[src/design/sembus_pkg.sv]
// package for the stretchable external memory bus unit
package sembus_pkg;
  // ==========================================================
  // special function space map
  localparam logic [7:0] CLOCK_CONTROL_ADDR = 8'h8e;
  localparam logic [7:0] POINTER_SELECT_ADDR = 8'h86;
  localparam logic [7:0] DPTR0_LO_ADDR = 8'h82;
  localparam logic [7:0] DPTR0_HI_ADDR = 8'h83;
  localparam logic [7:0] DPTR1_LO_ADDR = 8'h84;
  localparam logic [7:0] DPTR1_HI_ADDR = 8'h85;
  // ==========================================================
  // field layout and reset values
  localparam int STRETCH_LSB = 0;
  localparam int STRETCH_W = 3;
  localparam int TIMER_MODE_LSB = 3;
  localparam int TIMER_MODE_W = 3;
  localparam int SELECT_BIT = 0;
  localparam logic [2:0] STRETCH_RESET = 3'h1;
  localparam logic [2:0] TIMER_MODE_RESET = 3'h0;
  // ==========================================================
  // timing
  localparam int CLK_PERIOD_NS = 40;
  localparam int MACHINE_CYCLE_CLKS = 4;
  localparam logic [1:0] LAST_PHASE = 2'h3;
  localparam int BASE_DATA_CYCLES = 2;
  localparam int STROBE_CLKS_ZERO = 2;
  localparam int SCRATCH_BYTES = 256;
  // ==========================================================
  // types
  typedef enum logic [1:0] {SEMBUS_FETCH, SEMBUS_DATA} sembus_state_t;
  typedef struct packed {
    logic valid;
    logic write;
    logic [7:0] addr;
    logic [7:0] wdata;
  } sembus_sfr_req_t;
  typedef struct packed {
    logic ale;
    logic psen_n;
    logic rd_n;
    logic wr_n;
    logic [7:0] upper_addr;
    logic [7:0] low_out;
    logic low_oe;
  } sembus_pins_t;
endpackage

[src/design/sembus_top.sv]
// external memory bus unit with stretchable data transfers
//==========================================================
// What this block does
// stretch setting lives in bits 2..0 of clock control at 8eh.
// stretch accepts values 0 to 7, each a different data transfer length.
// data transfer lasts stretch plus two machine cycles.
// stretch resets to one, giving three-cycle data transfers.
// nonzero stretch widens the read or write strobe and its timing.
// program fetch timing never depends on the stretch value.
// program fetch runs at fixed four-clock machine cycles.
// low address muxed with data on low bus, high address on upper port.
// no internal program memory; 256 bytes scratchpad only.
// software may rewrite stretch anytime; next transfers use it.
// exactly one address latch pulse per four-clock machine cycle.
// write strobe driven on its own pin during data writes.
// select bit at lsb of 86h picks one of two data pointers.
// strobe lasts two clocks at stretch 0, else four per stretch unit.
`timescale 1ns/1ps
module sembus_top (
  input wire logic clk_sys_i,
  input wire logic reset_n_i,
  input wire sembus_pkg::sembus_sfr_req_t sfr_req_i,
  output logic [7:0] sfr_rdata_o,
  input wire logic [15:0] fetch_addr_i,
  input wire logic data_req_i,
  input wire logic data_write_i,
  input wire logic [7:0] data_wdata_i,
  output logic data_done_o,
  output logic [7:0] data_rdata_o,
  output logic [7:0] fetch_data_o,
  output logic fetch_valid_o,
  input wire logic [7:0] low_bus_port_i,
  output logic [7:0] low_bus_port_o,
  output logic low_bus_port_oe_o,
  output logic [7:0] upper_address_port_o,
  output logic ale_o,
  output logic psen_n_o,
  output logic rd_n_o,
  output logic wr_n_o
);
  import sembus_pkg::*;
  // ==========================================================
  // reset release
  logic [1:0] rst_sync_reg;
  logic rst_n;
  always_ff @(posedge clk_sys_i or negedge reset_n_i) begin
    if (!reset_n_i) begin
      rst_sync_reg <= 2'h0;
    end else begin
      rst_sync_reg <= {rst_sync_reg[0], 1'b1};
    end
  end
  assign rst_n = rst_sync_reg[1];
  // ==========================================================
  // special function registers
  logic [2:0] stretch_reg, stretch_next;
  logic [2:0] timer_mode_reg, timer_mode_next;
  logic select_reg, select_next;
  logic [15:0] dptr0_reg, dptr0_next, dptr1_reg, dptr1_next;
  logic [7:0] sfr_rdata_reg, sfr_rdata_next;
  logic [15:0] data_addr;
  always_comb begin
    stretch_next = stretch_reg;
    timer_mode_next = timer_mode_reg;
    select_next = select_reg;
    dptr0_next = dptr0_reg;
    dptr1_next = dptr1_reg;
    if (sfr_req_i.valid && sfr_req_i.write) begin
      case (sfr_req_i.addr)
        CLOCK_CONTROL_ADDR: begin
          stretch_next = sfr_req_i.wdata[STRETCH_LSB +: STRETCH_W]; // see R1 see R2
          timer_mode_next = sfr_req_i.wdata[TIMER_MODE_LSB +: TIMER_MODE_W];
        end
        POINTER_SELECT_ADDR: select_next = sfr_req_i.wdata[SELECT_BIT];
        DPTR0_LO_ADDR: dptr0_next[7:0] = sfr_req_i.wdata;
        DPTR0_HI_ADDR: dptr0_next[15:8] = sfr_req_i.wdata;
        DPTR1_LO_ADDR: dptr1_next[7:0] = sfr_req_i.wdata;
        DPTR1_HI_ADDR: dptr1_next[15:8] = sfr_req_i.wdata;
        default: ;
      endcase
    end
    case (sfr_req_i.addr)
      CLOCK_CONTROL_ADDR: sfr_rdata_next = {2'h0, timer_mode_reg, stretch_reg};
      POINTER_SELECT_ADDR: sfr_rdata_next = {7'h00, select_reg}; // upper bits read zero
      DPTR0_LO_ADDR: sfr_rdata_next = dptr0_reg[7:0];
      DPTR0_HI_ADDR: sfr_rdata_next = dptr0_reg[15:8];
      DPTR1_LO_ADDR: sfr_rdata_next = dptr1_reg[7:0];
      DPTR1_HI_ADDR: sfr_rdata_next = dptr1_reg[15:8];
      default: sfr_rdata_next = 8'h00;
    endcase
  end
  always_ff @(posedge clk_sys_i or negedge rst_n) begin
    if (!rst_n) begin
      stretch_reg <= STRETCH_RESET;
      timer_mode_reg <= TIMER_MODE_RESET;
      select_reg <= 1'b0;
      dptr0_reg <= 16'h0000;
      dptr1_reg <= 16'h0000;
      sfr_rdata_reg <= 8'h00;
    end else begin
      stretch_reg <= stretch_next;
      timer_mode_reg <= timer_mode_next;
      select_reg <= select_next;
      dptr0_reg <= dptr0_next;
      dptr1_reg <= dptr1_next;
      sfr_rdata_reg <= sfr_rdata_next;
    end
  end
  assign data_addr = select_reg ? dptr1_reg : dptr0_reg;
  // ==========================================================
  // bus sequencer
  // phase counts the four clocks of every machine cycle; it never stops, so ale
  // stays one pulse per machine cycle whatever the transfer length.
  sembus_state_t state_reg, state_next;
  logic [1:0] phase_reg, phase_next;
  logic [3:0] mc_reg, mc_next;
  logic [4:0] strobe_reg, strobe_next;
  logic [2:0] cur_stretch_reg, cur_stretch_next;
  logic cur_write_reg, cur_write_next;
  logic [7:0] wdata_reg, wdata_next;
  logic pend_reg, pend_next, pend_wr_reg, pend_wr_next;
  logic [7:0] pend_wdata_reg, pend_wdata_next;
  logic done_next, fvalid_next;
  logic [7:0] drdata_next, fdata_next;
  sembus_pins_t pins_reg, pins_next;
  logic [3:0] total_mc;
  logic [4:0] strobe_len;
  always_comb begin
    phase_next = phase_reg + 2'h1;
    state_next = state_reg;
    mc_next = mc_reg;
    strobe_next = strobe_reg;
    cur_stretch_next = cur_stretch_reg;
    cur_write_next = cur_write_reg;
    wdata_next = wdata_reg;
    pend_next = pend_reg | data_req_i;
    pend_wr_next = data_req_i ? data_write_i : pend_wr_reg;
    pend_wdata_next = data_req_i ? data_wdata_i : pend_wdata_reg;
    done_next = 1'b0;
    fvalid_next = 1'b0;
    drdata_next = data_rdata_o;
    fdata_next = fetch_data_o;
    pins_next = pins_reg;
    total_mc = 4'(cur_stretch_reg) + 4'(BASE_DATA_CYCLES);
    strobe_len = (cur_stretch_reg == 3'h0) ? 5'(STROBE_CLKS_ZERO)
                 : 5'({cur_stretch_reg, 2'h0}); // see R5
    // ale rides in the second clock, where the address stands on the low bus, so a latch catches it
    pins_next.ale = (phase_next == 2'h1);
    if (strobe_reg != 5'h00) begin
      strobe_next = strobe_reg - 5'h01;
    end
    case (state_reg)
      SEMBUS_FETCH: begin
        // fetch fixed at one machine cycle; stretch only latched here for the next data transfer (see R6 see R9)
        pins_next.upper_addr = fetch_addr_i[15:8];
        pins_next.rd_n = 1'b1;
        pins_next.wr_n = 1'b1;
        case (phase_reg)
          2'h0: begin
            pins_next.low_out = fetch_addr_i[7:0];
            pins_next.low_oe = 1'b1;
            pins_next.psen_n = 1'b1;
          end
          2'h1: begin
            pins_next.low_oe = 1'b0;
            pins_next.psen_n = 1'b0;
          end
          2'h2: pins_next.psen_n = 1'b0;
          default: begin
            pins_next.psen_n = 1'b1;
            fdata_next = low_bus_port_i;
            fvalid_next = 1'b1;
          end
        endcase
        if (phase_reg == LAST_PHASE && pend_reg) begin
          state_next = SEMBUS_DATA;
          cur_stretch_next = stretch_reg;
          cur_write_next = pend_wr_reg;
          wdata_next = pend_wdata_reg;
          pend_next = data_req_i;
          mc_next = 4'h0;
          pins_next.upper_addr = data_addr[15:8];
          pins_next.low_out = data_addr[7:0];
          pins_next.low_oe = 1'b1;
        end
      end
      SEMBUS_DATA: begin
        pins_next.psen_n = 1'b1;
        if (phase_reg == LAST_PHASE) begin
          mc_next = mc_reg + 4'h1;
        end
        if (mc_reg == 4'h0 && phase_reg == 2'h1) begin
          // strobe starts after the address phase of the first machine cycle
          strobe_next = strobe_len;
          pins_next.low_out = wdata_reg;
          pins_next.low_oe = cur_write_reg;
        end
        pins_next.rd_n = !(strobe_next != 5'h00 && !cur_write_reg);
        pins_next.wr_n = !(strobe_next != 5'h00 && cur_write_reg);
        if (strobe_reg == 5'h01 && !cur_write_reg) begin
          drdata_next = low_bus_port_i;
        end
        if (phase_reg == LAST_PHASE && mc_reg == total_mc - 4'h1) begin
          state_next = SEMBUS_FETCH;
          done_next = 1'b1;
          pins_next.low_oe = 1'b0;
        end
      end
      default: state_next = SEMBUS_FETCH;
    endcase
  end
  always_ff @(posedge clk_sys_i or negedge rst_n) begin
    if (!rst_n) begin
      state_reg <= SEMBUS_FETCH;
      phase_reg <= 2'h0;
      mc_reg <= 4'h0;
      strobe_reg <= 5'h00;
      cur_stretch_reg <= STRETCH_RESET;
      cur_write_reg <= 1'b0;
      wdata_reg <= 8'h00;
      pend_reg <= 1'b0;
      pend_wr_reg <= 1'b0;
      pend_wdata_reg <= 8'h00;
      pins_reg <= '{ale: 1'b0, psen_n: 1'b1, rd_n: 1'b1, wr_n: 1'b1,
                    upper_addr: 8'h00, low_out: 8'h00, low_oe: 1'b0};
      data_done_o <= 1'b0;
      data_rdata_o <= 8'h00;
      fetch_data_o <= 8'h00;
      fetch_valid_o <= 1'b0;
    end else begin
      state_reg <= state_next;
      phase_reg <= phase_next;
      mc_reg <= mc_next;
      strobe_reg <= strobe_next;
      cur_stretch_reg <= cur_stretch_next;
      cur_write_reg <= cur_write_next;
      wdata_reg <= wdata_next;
      pend_reg <= pend_next;
      pend_wr_reg <= pend_wr_next;
      pend_wdata_reg <= pend_wdata_next;
      pins_reg <= pins_next;
      data_done_o <= done_next;
      data_rdata_o <= drdata_next;
      fetch_data_o <= fdata_next;
      fetch_valid_o <= fvalid_next;
    end
  end
  assign sfr_rdata_o = sfr_rdata_reg;
  assign low_bus_port_o = pins_reg.low_out;
  assign low_bus_port_oe_o = pins_reg.low_oe;
  assign upper_address_port_o = pins_reg.upper_addr;
  assign ale_o = pins_reg.ale;
  assign psen_n_o = pins_reg.psen_n;
  assign rd_n_o = pins_reg.rd_n;
  assign wr_n_o = pins_reg.wr_n;
endmodule // sembus_top

[config.mk]
export PLATFORM = sky130hd
export DESIGN_NAME = sembus_top
export DESIGN_NICKNAME = d
export VERILOG_FILES = /design/src/design/sembus_pkg.sv /design/src/design/sembus_top.sv
export SDC_FILE = /design/constraint.sdc
export NUM_CORES = 1
export LEC_CHECK = 0
export BUFFER_PORTS_ARGS = -buffer_cell sky130_fd_sc_hd__buf_2
export CELL_PAD_IN_SITES_DETAIL_PLACEMENT = 1
export CELL_PAD_IN_SITES_GLOBAL_PLACEMENT = 1
export CORE_UTILIZATION = 40
export DETAILED_ROUTE_END_ITERATION = 7
export PLACE_DENSITY = 0.78
export SYNTH_ARGS = -nofsm -noshare
export SYNTH_HDL_FRONTEND = slang
export SYNTH_SLANG_ARGS = --single-unit
[constraint.sdc]
create_clock -name clk_sys_i -period 3.7 [get_ports clk_sys_i]
set_clock_uncertainty 0.05 [all_clocks]
set_input_delay 0 -clock clk_sys_i [delete_from_list [all_inputs] [get_ports clk_sys_i]]
set_output_delay 0 -clock clk_sys_i [all_outputs]
set_load 0.01 [all_outputs]
Word-level counts from Yosys, hierarchy flattened
Cells that the tools add are included.
- output and inout port bits: 47
- bits in registers: 123
- input port bits: 54
- $add $sub $neg: 5
- equality and inequality tests: 20
- muxes and demuxes: 27
- reductions and logical operators: 32
- bitwise operators: 2
- operator list (operator ; count):
    8-bit == test (second input constant) ; 6
    8-bit one-hot mux with 6 select lines ; 1
    5-bit 2-to-1 mux ; 5
    2-bit AND reduction ; 10
    9-bit one-hot mux with 2 select lines ; 1
    17-bit 2-to-1 mux ; 1
    16-bit 2-to-1 mux ; 1
    5-bit nonzero test ; 2
    9-bit 2-to-1 mux ; 1
    3-bit AND reduction ; 3
    1-bit 2-to-1 mux ; 8
    4-bit 2-to-1 mux ; 2
    8-bit 2-to-1 mux ; 1
    2-bit inequality test (second input constant) ; 4
    4-bit one-hot mux with 2 select lines ; 1
    1-bit logical AND ; 7
    2-bit by 1-bit == test with 1-bit output (second input constant) ; 3
    3-bit one-hot mux with 2 select lines ; 1
    5-bit by 1-bit == test with 1-bit output (second input constant) ; 1
    5-bit by 1-bit subtractor with 5-bit output (second input constant) ; 1
    3-bit by 2-bit adder with 4-bit output (second input constant) ; 1
    4-bit by 1-bit adder with 4-bit output (second input constant) ; 1
    2-bit == test (second input constant) ; 2
    4-bit == test ; 1
    other kinds (17) ; 21

Logic depth before layout (Yosys ltp)
Gate-level depths: netlist (run 1).
- depth in word-level cells: 8
- gate-level depth with buffers: 9
- mapped depth without buffers: 7

Worst setup path after synthesis (run 1)
OpenSTA, ideal clock, no wires.
- path type: register to register
- start: reg cur_stretch_reg[0]
- end: reg pins_reg, in the netlist low_bus_port_oe_o
- period minus slack after synthesis: 1.933 ns
- arrival time: 1.759 ns
- stages on the path, launching flop included: 8
- slack: 1.767 ns
- path buffers: 0
- path through: dfstp_2 > inv_1 > ha_1 > xnor2_1 > nand3_1 > a21o_1 > a21oi_1 > mux2_2
- word-level cells in the longest chain between the ends: 6
- elaborated cells on any way between the ends: 8
- those cells by class: add/sub (2); eq/ne (2); mux (2); reduce/logical (2)
- RTL lines (element ; line ; RTL):
    start: declaration ; sembus_top.sv:118 ; logic [2:0] cur_stretch_reg, cur_stretch_next;
    start signal: assignment ; sembus_top.sv:235 ; cur_stretch_reg <= cur_stretch_next;
    3-bit by 2-bit adder with 4-bit output * ; sembus_top.sv:144 ; total_mc = 4'(cur_stretch_reg) + 4'(BASE_DATA_CYCLES);
    4-bit by 1-bit subtractor with 4-bit output * ; sembus_top.sv:203 ; if (phase_reg == LAST_PHASE && mc_reg == total_mc - 4'h1) begin
    4-bit == test * ; sembus_top.sv:203 ;
    1-bit logical AND * ; sembus_top.sv:203 ;
    3-bit inequality test (no source line) or 1-bit 2-to-1 mux (tied branches) ; n/a ;
    3-bit AND reduction (no source line) or 9-bit one-hot mux with 2 select lines (tied branches) ; n/a ;
    end signal: assignment ; sembus_top.sv:224 ; pins_reg <= '{ale: 1'b0, psen_n: 1'b1, rd_n: 1'b1, wr_n: 1'b1,
    end signal: assignment ; sembus_top.sv:241 ; pins_reg <= pins_next;
    end: declaration ; sembus_top.sv:125 ; sembus_pins_t pins_reg, pins_next;
Every way passes the cells marked *; elsewhere a longest branch is shown, timed or not.
A chain may end at the register's enable or synchronous reset.

Worst setup path after layout (run 1)
- start: reg phase_reg[0]
- end: reg wdata_reg[5]
- word-level cells in the longest chain between the ends: 3
- RTL lines (element ; line ; RTL):
    start: declaration ; sembus_top.sv:115 ; logic [1:0] phase_reg, phase_next;
    start signal: assignment ; sembus_top.sv:232 ; phase_reg <= phase_next;
    2-bit == test ; sembus_top.sv:175 ; if (phase_reg == LAST_PHASE && pend_reg) begin
    1-bit logical AND ; sembus_top.sv:175 ;
    2-bit AND reduction (no source line) ; n/a ;
    end signal: assignment ; sembus_top.sv:237 ; wdata_reg <= wdata_next;
    end: declaration ; sembus_top.sv:120 ; logic [7:0] wdata_reg, wdata_next;
Every way passes these cells.

==> results of run 1 <==
==> cell usage after synthesis, types with 2 or more instances <==
cell type	count	area share
dfrtp_1	117	0.52
mux2_2	77	0.15
a21oi_1	33	0.029
nor2_1	32	0.021
mux2i_1	22	0.039
nand2_1	21	0.014
a22oi_1	15	0.020
o21ai_0	15	0.013
buf_2	13	0.012
ha_1	12	0.027
inv_1	12	0.0080
a211oi_1	8	0.011
nand3_1	8	0.0071
clkbuf_1	7	0.0047
a21o_1	6	0.0080
nand2b_1	6	0.0067
o22ai_1	6	0.0067
dfstp_2	5	0.023
nor3_1	5	0.0045
and2_1	4	0.0045
a22o_1	3	0.0047
nor2_4	3	0.0060
nor2b_1	3	0.0033
buf_1	2	0.0013
nand4_1	2	0.0022
nand4_2	2	0.0045
nor4_1	2	0.0022
nor4b_4	2	0.0085
o211ai_1	2	0.0027
xnor2_1	2	0.0031
xor2_1	2	0.0031
==> cell type report <==
cell class                 instances  area share
clock inverter                     8      0.0190
antenna                            1    0.000339
multi-input combinational        307       0.325
clock buffer                      24      0.0666
sequential                       122       0.415
inverter                          12     0.00610
timing repair buffer             151       0.138
tap                              176      0.0298
==> routing by layer <==
metal | share of wire | vias up
met4 | 0.016 | 0
met3 | 0.028 | 20
met5 | 0 | -
met1 | 0.41 | 2167
li1 | - | 1958
met2 | 0.55 | 77
==> power groups by stage <==
| stage | Clock (mW) | Sequential (mW) | Combinational (mW) |
|---|---|---|---|
| after CTS | 1.80 | 1.85 | 0.913 |
| after global routing | 1.85 | 1.90 | 1.00 |
| after global placement | 0 | 1.85 | 0.796 |
| after floorplan | 0 | 1.90 | 0.437 |
| final | 1.77 | 1.86 | 0.910 |
| after detailed placement | 0 | 1.87 | 0.841 |
==> critical path, stage by stage (launching register included) <==
cell      delay [ps]
dfrtp_1          420
ha_1             370
and2_1           610
nand2b_1         510
mux2_2           410
==> cell families after synthesis <==
| logic type | Yosys count | synth area share |
|---|---|---|
| buffers and inverters | 34 | 0.0257 |
| adder cells (fa/ha/maj) | 12 | 0.0268 |
| XOR/XNOR | 4 | 0.00625 |
| other | 1 | 0.000669 |
| flip-flops | 122 | 0.546 |
| AO/OA/AOI/OAI | 92 | 0.102 |
| AND/OR/NAND/NOR | 99 | 0.0993 |
| multiplexers | 99 | 0.194 |
==> repair_timing <==
action / in CTS / in global routing
hold buffers: 49 / 0
hold endpoints to repair: 77 / 0
buffers inserted: 0 / 0
==> metrics by stage <==
stage               power, mW  area (µm²)  setup slack, ps
floorplan                2.34        5610             8.21
global placement         2.65        6260             1360
detailed placement       2.71        6260             1200
CTS                      4.56        7380             1180
global route             4.75        7380              949
finish                   4.53        7380             1210
==> worst paths after layout <==
path                                  from               to  cells after the start
min in group asynchronous        reset_n_i  rst_sync_reg[1]                      3
setup reg to reg              phase_reg[0]     wdata_reg[5]                      4
hold reg to reg            rst_sync_reg[0]  rst_sync_reg[1]                      0
max in group asynchronous  rst_sync_reg[1]   stretch_reg[0]                      1
hold / removal               sfr_req_i[13]   sfr_rdata_o[1]                      4
setup / recovery              phase_reg[0]     wdata_reg[5]                      4
==> reports/metrics.cfg, run 1 <==
[run_status]
outcome = completed

[pwr]
pwr-share-clk = 0.390
switching_share = 0.280
p_comb_frac = 0.201
intPower_mw = 3.26
power.density_nw_per_um2 = 614
leakage_nw = 3.44
ir_worst_vdd_uv = 383
switchingPower_mw = 1.27
seq_power_share = 0.409

[finish]
post-route-util = 0.549
drive_gt1_frac = 0.361
layout.cells.non_filler = 801
fillers = 1427
multi_input_area_um2 = 2400
syn_to_final_growth_pct = 31.7
nets = 677
final_cell_mix = dfrtp_1, buf_2, mux2_2
seqCellArea_um2 = 3060
final_common_cell = dfrtp_1

[floorplanning]
coreArea_um2 = 13500
dieWidth_um = 120
initial_core_util = 0.417
die_height_um = 120
die_area_um2 = 14500
pin_count = 101
num_rows = 42

[routing]
wl_um = 15500
drt_iter0_drc = 216
first_pass_iters = 4
avgRoutedWirePerCell_um = 19.3
drcViolationCount = 0
vias_per_cell = 5.27
antenna_left = 0
vias = 4222

[synth]
yosysWarnings = 0
avgSynthCellArea_um2 = 12.1
synth_area_um2 = 5610
synth_cell_type_count = 45
synth_seq_area_share = 0.546
synth-main-ff-cell = dfrtp_1
synth_edf_count = 0
ys_ff_latch = 122
synth-async-reset-ratio = 1.00
netlist_instances = 463
syn_nets = 529

[global_routing]
grt_usage = 0.231
grt_use_met1 = 0.268
grt_max_degree = 78
grt-busiest-layer = met2
gr-total-overflow = 0
antenna_found_initial = 1
grt_pass1_wl_um = 24800
grt_use_met3 = 0.0524
met2_usage = 0.417
grt_pass1_vias = 4608

[clock_network]
root_buffer = clkbuf_16
clock_path_buffers = 2
cts_max_level = 4
worstSkewPairLatency_ps = 420
cts_buffers = 17
cts_tree = yes
clock_sinks = 122
cts_resized = 0
clkSlewWorstSetupHoldPaths_ps = 50

[sta]
final.min_clock_period_ps = 2490
clock.fmax_ghz = 0.402
rsz0062_at_grt = false
setup_violations = 0
slew_violations = 0
relSlewSlack = 0.326
tns_ps = 0
finalCritPeriodShare = 0.673
whs_ps = 22.6
finalHoldViolations = 0
worstMarginPinSlew_ps = 1010

[worst_setup_path]
cp-end-kind = flip-flop
cp_max_fo = 20
crit_arrival_ps = 2750
reg2reg_slack_ps = 1210
path_class = flip-flop to flip-flop
critPathRequiredTime_ps = 3960
start_kind = flip-flop

[job]
cap_violations = 0

[placed_design]
dp_cells = 719
dp_hpwl_um = 9650
gp_congestion = 0.782
portBuffers = 100

[worst_hold_path]
hold_class = primary input to flip-flop

Note: power is estimated with default switching activity, not from simulation.
==> inputs of run 2 (changes only) <==
CORE_UTILIZATION = 44   (was 40)
PLACE_DENSITY = 0.81   (was 0.78)
clock period = 2.4 ns   (was 3.7 ns; I/O delays follow)
==> run 2 against run 1 <==
  * Flip-flop and latch count stayed put
  * Total power is 56% higher
  * First-iteration DRC count is 11% higher
  * Global-route usage is 4.2 points higher
  * Combinational power is 59% higher
  * Worst setup slack worse by 1100 ps
  * Clock-buffer cell count is 2 higher
  * Non-clock buffer count is 7 higher
  * Sequential share of layout area is 0.31 points lower
  * Sequential power is 53% higher
  * Hold slack worse by 11 ps
  * Largest cell class unchanged
  * Highest routed layer unchanged
==> reports/metrics.cfg, run 2 (synthesized netlist as in run 1, its figures left out) <==
[floorplanning]
pin_count = 101  ; unchanged
num_rows = 40  ; was 42
initial_core_util = 0.459  ; was 0.417
die_height_um = 115  ; was 120 µm
die_area_um2 = 13200  ; was 14,500 µm²
coreArea_um2 = 12200  ; was 13,500 µm²
dieWidth_um = 115  ; was 120 µm

[clock_network]
clock_path_buffers = 2  ; unchanged
worstSkewPairLatency_ps = 420  ; about the same
cts_max_level = 4  ; unchanged
cts_buffers = 17  ; unchanged
cts_tree = yes  ; unchanged
root_buffer = clkbuf_16  ; unchanged
clock_sinks = 122  ; unchanged
clkSlewWorstSetupHoldPaths_ps = 60  ; was 50 ps

[routing]
wl_um = 16500  ; was 15,500 µm
vias_per_cell = 5.46  ; was 5.27
drt_iter0_drc = 239  ; was 216
avgRoutedWirePerCell_um = 20.6  ; was 19.3 µm
drcViolationCount = 0  ; unchanged
antenna_left = 0  ; unchanged
vias = 4359  ; was 4,222
first_pass_iters = 5  ; was 4

[sta]
fin_ws_ps = 86.7  ; was 1210 ps
relSlewSlack = 0.614  ; was 0.326
final.min_clock_period_ps = 2310
worstMarginPinSlew_ps = 578  ; was 1010 ps
setup_violations = 0  ; unchanged
rsz0062_at_grt = false  ; unchanged
finalHoldViolations = 0  ; unchanged
slew_violations = 0  ; unchanged
finalCritPeriodShare = 0.964
tns_ps = 0  ; unchanged
clock.fmax_ghz = 0.432

[worst_setup_path]
reg2reg_depth = 7  ; was 4
rr_startpoint = strobe_reg[0]  ; was phase_reg[0]
critPathRequiredTime_ps = 2680  ; was 3960 ps
startpoint = sfr_req_i[13]  ; was phase_reg[0]
critPathMostFrequentCell = dlygate4sd3_1
cp_cell_sequence = dlygate4sd3_1, buf_2, nor4b_4, dlygate4sd3_1, nand2b_1, nor2_1, a22oi_1, o21ai_0  ; was ha_1, and2_1, nand2b_1, mux2_2
crit_arrival_ps = 2590  ; was 2750 ps
max_stage_delay_ps = 600  ; was 610 ps
cp-end-kind = flip-flop  ; unchanged
reg2reg_slack_ps = 180  ; was 1210 ps
crit_path_top_delay_cell = dlygate4sd3_1  ; was and2_1
r2r_end = wr_n_o  ; was wdata_reg[5]
cp_max_fo = 5  ; was 20
start_kind = primary input  ; was flip-flop
path_class = primary input to flip-flop  ; was flip-flop to flip-flop

[job]
cap_violations = 0  ; unchanged

[placed_design]
dp_hpwl_um = 10200  ; was 9650 µm
dp_cells = 721  ; was 719
place_ws_ps = 303  ; was 1200 ps
gp_congestion = 0.788  ; was 0.782
portBuffers = 100  ; unchanged

[run_status]
outcome = completed  ; unchanged

[pwr]
leakage_nw = 3.48  ; was 3.44 nW
ir_worst_vdd_uv = 619  ; was 383 µV
switching_share = 0.284  ; was 0.280
seq_power_share = 0.403  ; was 0.409
power.density_nw_per_um2 = 951  ; was 614 nW/µm²
switchingPower_mw = 2.01  ; was 1.27 mW
pwr-share-clk = 0.392  ; was 0.390
p_comb_frac = 0.205  ; was 0.201
intPower_mw = 5.06  ; was 3.26 mW

[global_routing]
met2_usage = 0.473  ; was 0.417
grt_use_met1 = 0.323  ; was 0.268
grt_use_met3 = 0.0643  ; was 0.0524
gr-total-overflow = 0  ; unchanged
grt-busiest-layer = met2  ; unchanged
grt_pass1_wl_um = 26500  ; was 24,800 µm
antenna_found_initial = 0  ; was 1
grt_usage = 0.273  ; was 0.231
grt_max_degree = 56  ; was 78
grt_pass1_vias = 4808  ; was 4,608

[finish]
layout.cells.non_filler = 799  ; was 801
syn_to_final_growth_pct = 32.7  ; was 31.7%
drive_gt1_frac = 0.371  ; was 0.361
final_cell_mix = dfrtp_1, buf_2, mux2_2  ; unchanged
antennaDiodeCount = 0  ; was 1
final_common_cell = dfrtp_1  ; unchanged
nets = 684  ; was 677

[worst_hold_path]
min_from = fetch_addr_i[0]  ; was sfr_req_i[13]
worstHoldPathCells = 5  ; was 4
hold_class = primary input to flip-flop  ; unchanged
min_to = low_bus_port_o[0]  ; was sfr_rdata_o[1]

run 2: changes by cell type in the layout (fill, tap and decap cells not counted), sizes merged:
cell         delta
clkinv          -3
clkinvlp        +1
buf            +10
dlygate4sd3     -3
diode           -1
clkbuf          +2
run 2: worst max path at each step:
stage | endpoint | slack [ps] | depth (start not counted)
CTS | wr_n_o | 150 | 7
detailed placement | low_bus_port_oe_o | 300 | 7
floorplan | ale_o | 320 | 0
finish | sfr_rdata_o[1] | 90 | 8
global placement | low_bus_port_oe_o | 390 | 7
global route | sfr_rdata_o[1] | 7 | 8
run 2: timing repair:
action                                  CTS  global route
hold endpoints to repair                 79             0
buffers inserted                          0             0
hold buffers                             46             0
endpoints found under the setup margin    0             2
resized for setup                         0             1
run 2: routing by layer:
metal / routed length (µm) / vias to the layer above
met1: 6690 / 2234
met4: 447 / 0
met2: 8760 / 111
li1: - / 1972
met5: 0 / -
met3: 576 / 42
run 2: cell type report:
| class | count | area [µm²] |
|---|---|---|
| Fill cell | 1271 | 4770 |
| Inverter | 12 | 45.0 |
| Multi-Input combinational cell | 307 | 2400 |
| Sequential cell | 122 | 3060 |
| Clock inverter | 6 | 133 |
| Timing Repair Buffer | 158 | 1080 |
| Tap cell | 168 | 210 |
| Clock buffer | 26 | 509 |
run 2: stage by stage:
stage               hold WS, ps  power, mW  area, µm²  utilization
finish                     11.1       7.08       7440        0.609
global route               66.3       7.40       7440        0.609
CTS                        9.95       7.10       7440        0.609
detailed placement         -259       4.21       6340        0.519
global placement           -264       4.07       6340        0.519
floorplan                  -346       3.60       5610            -
run 2: power by group through the flow:
stage,clock network (mW),registers [mW],logic [mW]
6_report,2.78,2.85,1.45
5_1_grt,2.90,2.90,1.60
4_1_cts,2.81,2.85,1.45
3_5_place_dp,0,2.87,1.34
3_3_place_gp,0,2.82,1.25
2_1_floorplan,0,2.93,0.673
run 2: worst max-delay path, delay by kind of cell:
kind	cells	cell delay (ps)
and+or+nand+nor	3	1010
buffers and inverters	3	1290
AOI/OAI and AO/OA	2	290
==> inputs of run 3 (changes only) <==
CORE_UTILIZATION = 40   (was 44)
GPL_TIMING_DRIVEN = 0   (was default)
PLACE_DENSITY = 0.78   (was 0.81)
clock period = 2.07 ns   (was 2.4 ns; I/O delays follow)
==> run 3 against run 2 <==
  * Global-route usage decreased by 3.4 points
  * Clock-buffer cell count shrank 7
  * Sequential share of layout area down 0.75 points
  * Worst setup slack got worse by 36 ps
  * Flip-flop and latch count did not move
  * Die area is 9.8% higher
  * Sequential power increased by 16%
  * Cell area grew 2.0%
  * Routed wire length fell by 3.0%
  * Non-clock buffer count grew 9
  * Critical path type is now flip-flop to flip-flop
  * Highest routed layer unchanged
==> reports/metrics.cfg, run 3 (synthesized netlist as in run 1, its figures left out) <==
[floorplanning]
die_height_um = 120  ; was 115 µm
dieWidth_um = 120  ; was 115 µm
coreArea_um2 = 13500  ; was 12,200 µm²
pin_count = 101  ; unchanged
initial_core_util = 0.417  ; was 0.459
num_rows = 42  ; was 40
die_area_um2 = 14500  ; was 13,200 µm²

[worst_setup_path]
reg2reg_slack_ps = 50  ; was 180 ps
r2r_end = low_bus_port_oe_o  ; was wr_n_o
rr_startpoint = cur_stretch_reg[0]  ; was strobe_reg[0]
max_stage_delay_ps = 560  ; was 600 ps
reg2reg_depth = 6  ; was 7
crit_arrival_ps = 2270  ; was 2590 ps
path_class = flip-flop to flip-flop  ; was primary input to flip-flop
cp_cell_sequence = ha_2, xor2_1, or3_4, a21o_1, a21oi_2, mux2_4  ; was dlygate4sd3_1, buf_2, nor4b_4, dlygate4sd3_1, nand2b_1, nor2_1, a22oi_1, o21ai_0
cp_max_fo = 4  ; was 5
critPathRequiredTime_ps = 2320  ; was 2680 ps
start_kind = flip-flop  ; was primary input
crit_path_top_delay_cell = dfstp_2  ; was dlygate4sd3_1
cp-end-kind = flip-flop  ; unchanged

[placed_design]
gp_congestion = 0.818  ; was 0.788
dpl_cell_area_um2 = 6350  ; was 6340 µm²
dp_hpwl_um = 10200  ; about the same
portBuffers = 98  ; was 100
place_ws_ps = -94.6  ; was 303 ps

[routing]
vias_per_cell = 5.27  ; was 5.46
first_pass_iters = 4  ; was 5
drcViolationCount = 0  ; unchanged
antenna_left = 0  ; unchanged
drt_iter0_drc = 221  ; was 239
wl_um = 16000  ; was 16,500 µm
avgRoutedWirePerCell_um = 19.6  ; was 20.6 µm
vias = 4300  ; was 4,359

[clock_network]
clkSlewWorstSetupHoldPaths_ps = 50  ; was 60 ps
cts_buffers = 17  ; unchanged
clock_sinks = 122  ; unchanged
cts_tree = yes  ; unchanged
clock_path_buffers = 2  ; unchanged
cts_max_level = 4  ; unchanged
root_buffer = clkbuf_16  ; unchanged
worstSkewPairLatency_ps = 420  ; about the same

[worst_hold_path]
worstHoldPathCells = 5  ; unchanged
hold_class = primary input to flip-flop  ; unchanged
min_from = fetch_addr_i[3]  ; was fetch_addr_i[0]
min_to = low_bus_port_o[3]  ; was low_bus_port_o[0]

[sta]
slew_violations = 0  ; unchanged
fin_ws_ps = 51.2  ; was 86.7 ps
setup_violations = 0  ; unchanged
worstMarginPinSlew_ps = 720  ; was 578 ps
finalHoldViolations = 0  ; unchanged
tns_ps = 0  ; unchanged
clock.fmax_ghz = 0.495
finalCritPeriodShare = 0.975
relSlewSlack = 0.520  ; was 0.614
final.min_clock_period_ps = 2020

[finish]
final_common_cell = dfrtp_1  ; unchanged
fin_area_um2 = 7590  ; was 7440 µm²
final_cell_mix = dfrtp_1, buf_2, mux2_2  ; unchanged
drive_gt1_frac = 0.413  ; was 0.371
seqCellArea_um2 = 3070  ; was 3060 µm²
antennaDiodeCount = 0  ; unchanged
fillers = 1447  ; was 1,271
post-route-util = 0.564  ; was 0.609
syn_to_final_growth_pct = 35.3  ; was 32.7%
multi_input_area_um2 = 2480  ; was 2400 µm²
nets = 693  ; was 684

[job]
cap_violations = 0  ; unchanged

[pwr]
seq_power_share = 0.390  ; was 0.403
leakage_nw = 3.54  ; was 3.48 nW
p_comb_frac = 0.198  ; was 0.205
switching_share = 0.276  ; was 0.284
ir_worst_vdd_uv = 550  ; was 619 µV
power.density_nw_per_um2 = 1120  ; was 951 nW/µm²
intPower_mw = 6.15  ; was 5.06 mW
switchingPower_mw = 2.34  ; was 2.01 mW
pwr-share-clk = 0.412  ; was 0.392

[global_routing]
gr-total-overflow = 0  ; unchanged
grt_pass1_wl_um = 25900  ; was 26,500 µm
antenna_found_initial = 0  ; unchanged
grt_usage = 0.238  ; was 0.273
grt_max_degree = 68  ; was 56
grt_pass1_vias = 4805  ; was 4,808

[run_status]
outcome = completed  ; unchanged

## run 3: cell count changes in the layout (fill, tap and decap cells not counted), moves of 4 or more
cell,previous run,this run
dlygate4sd3_1,46,39
a211oi_1,8,4
a211oi_2,0,4
buf_2,100,106
## run 3: stage by stage
stage,instances,hold slack (ps),power (mW)
6_report,816,19.6,8.50
5_1_grt,816,52.3,8.88
4_1_cts,813,2.83,8.50
3_5_place_dp,738,-262,4.85
3_3_place_gp,737,-265,4.71
2_1_floorplan,463,-346,4.18
## run 3: timing repair
| action | CTS | global route |
|---|---|---|
| resized for setup | 11 | 17 |
| setup endpoints to repair | 12 | 29 |
| pin swaps | 1 | 3 |
| hold buffers | 39 | 0 |
| endpoints found under the hold margin | 76 | 0 |
| setup buffers | 4 | 3 |
## run 3: worst max-delay path: cells and delay by family (launching register included)
| family | cells | cell delay [ps] |
|---|---|---|
| simple gates | 1 | 350 |
| xor+xnor | 1 | 80 |
| flops | 1 | 560 |
| fa+ha+maj | 1 | 170 |
| mux | 1 | 310 |
| compound gates | 2 | 380 |
## run 3: worst max-delay path by stage
stage	from	endpoint	slack (ps)
3_3_place_gp	strobe_reg[0]	wr_n_o	-10
5_1_grt	phase_reg[0]	low_bus_port_o[5]	-20
3_5_place_dp	phase_reg[0]	low_bus_port_o[7]	-90
6_report	cur_stretch_reg[0]	low_bus_port_oe_o	50
4_1_cts	strobe_reg[0]	wr_n_o	0.5
2_1_floorplan	cur_stretch_reg[0]	low_bus_port_oe_o	140
## run 3: layout make-up
type | count | area share
Sequential cell | 122 | 0.404
Multi-Input combinational cell | 307 | 0.327
Timing Repair Buffer | 145 | 0.127
Clock buffer | 19 | 0.0597
Clock inverter | 13 | 0.0323
Tap cell | 176 | 0.0290
Buffer | 22 | 0.0157
Inverter | 12 | 0.00594
## run 3: power groups by stage
stage | Clock [mW] | Combinational, mW | Sequential [mW]
3_5_place_dp | 0 | 1.53 | 3.32
2_1_floorplan | 0 | 0.781 | 3.39
3_3_place_gp | 0 | 1.41 | 3.30
4_1_cts | 3.54 | 1.67 | 3.29
5_1_grt | 3.65 | 1.85 | 3.38
6_report | 3.50 | 1.68 | 3.31
## run 3: routing by layer
layer	part of all wire	vias up	GRT usage
met5	0	-	0
met4	0.028	0	0.117
met3	0.034	33	0.0467
met2	0.53	104	0.420
met1	0.41	2167	0.276
li1	-	1996	-
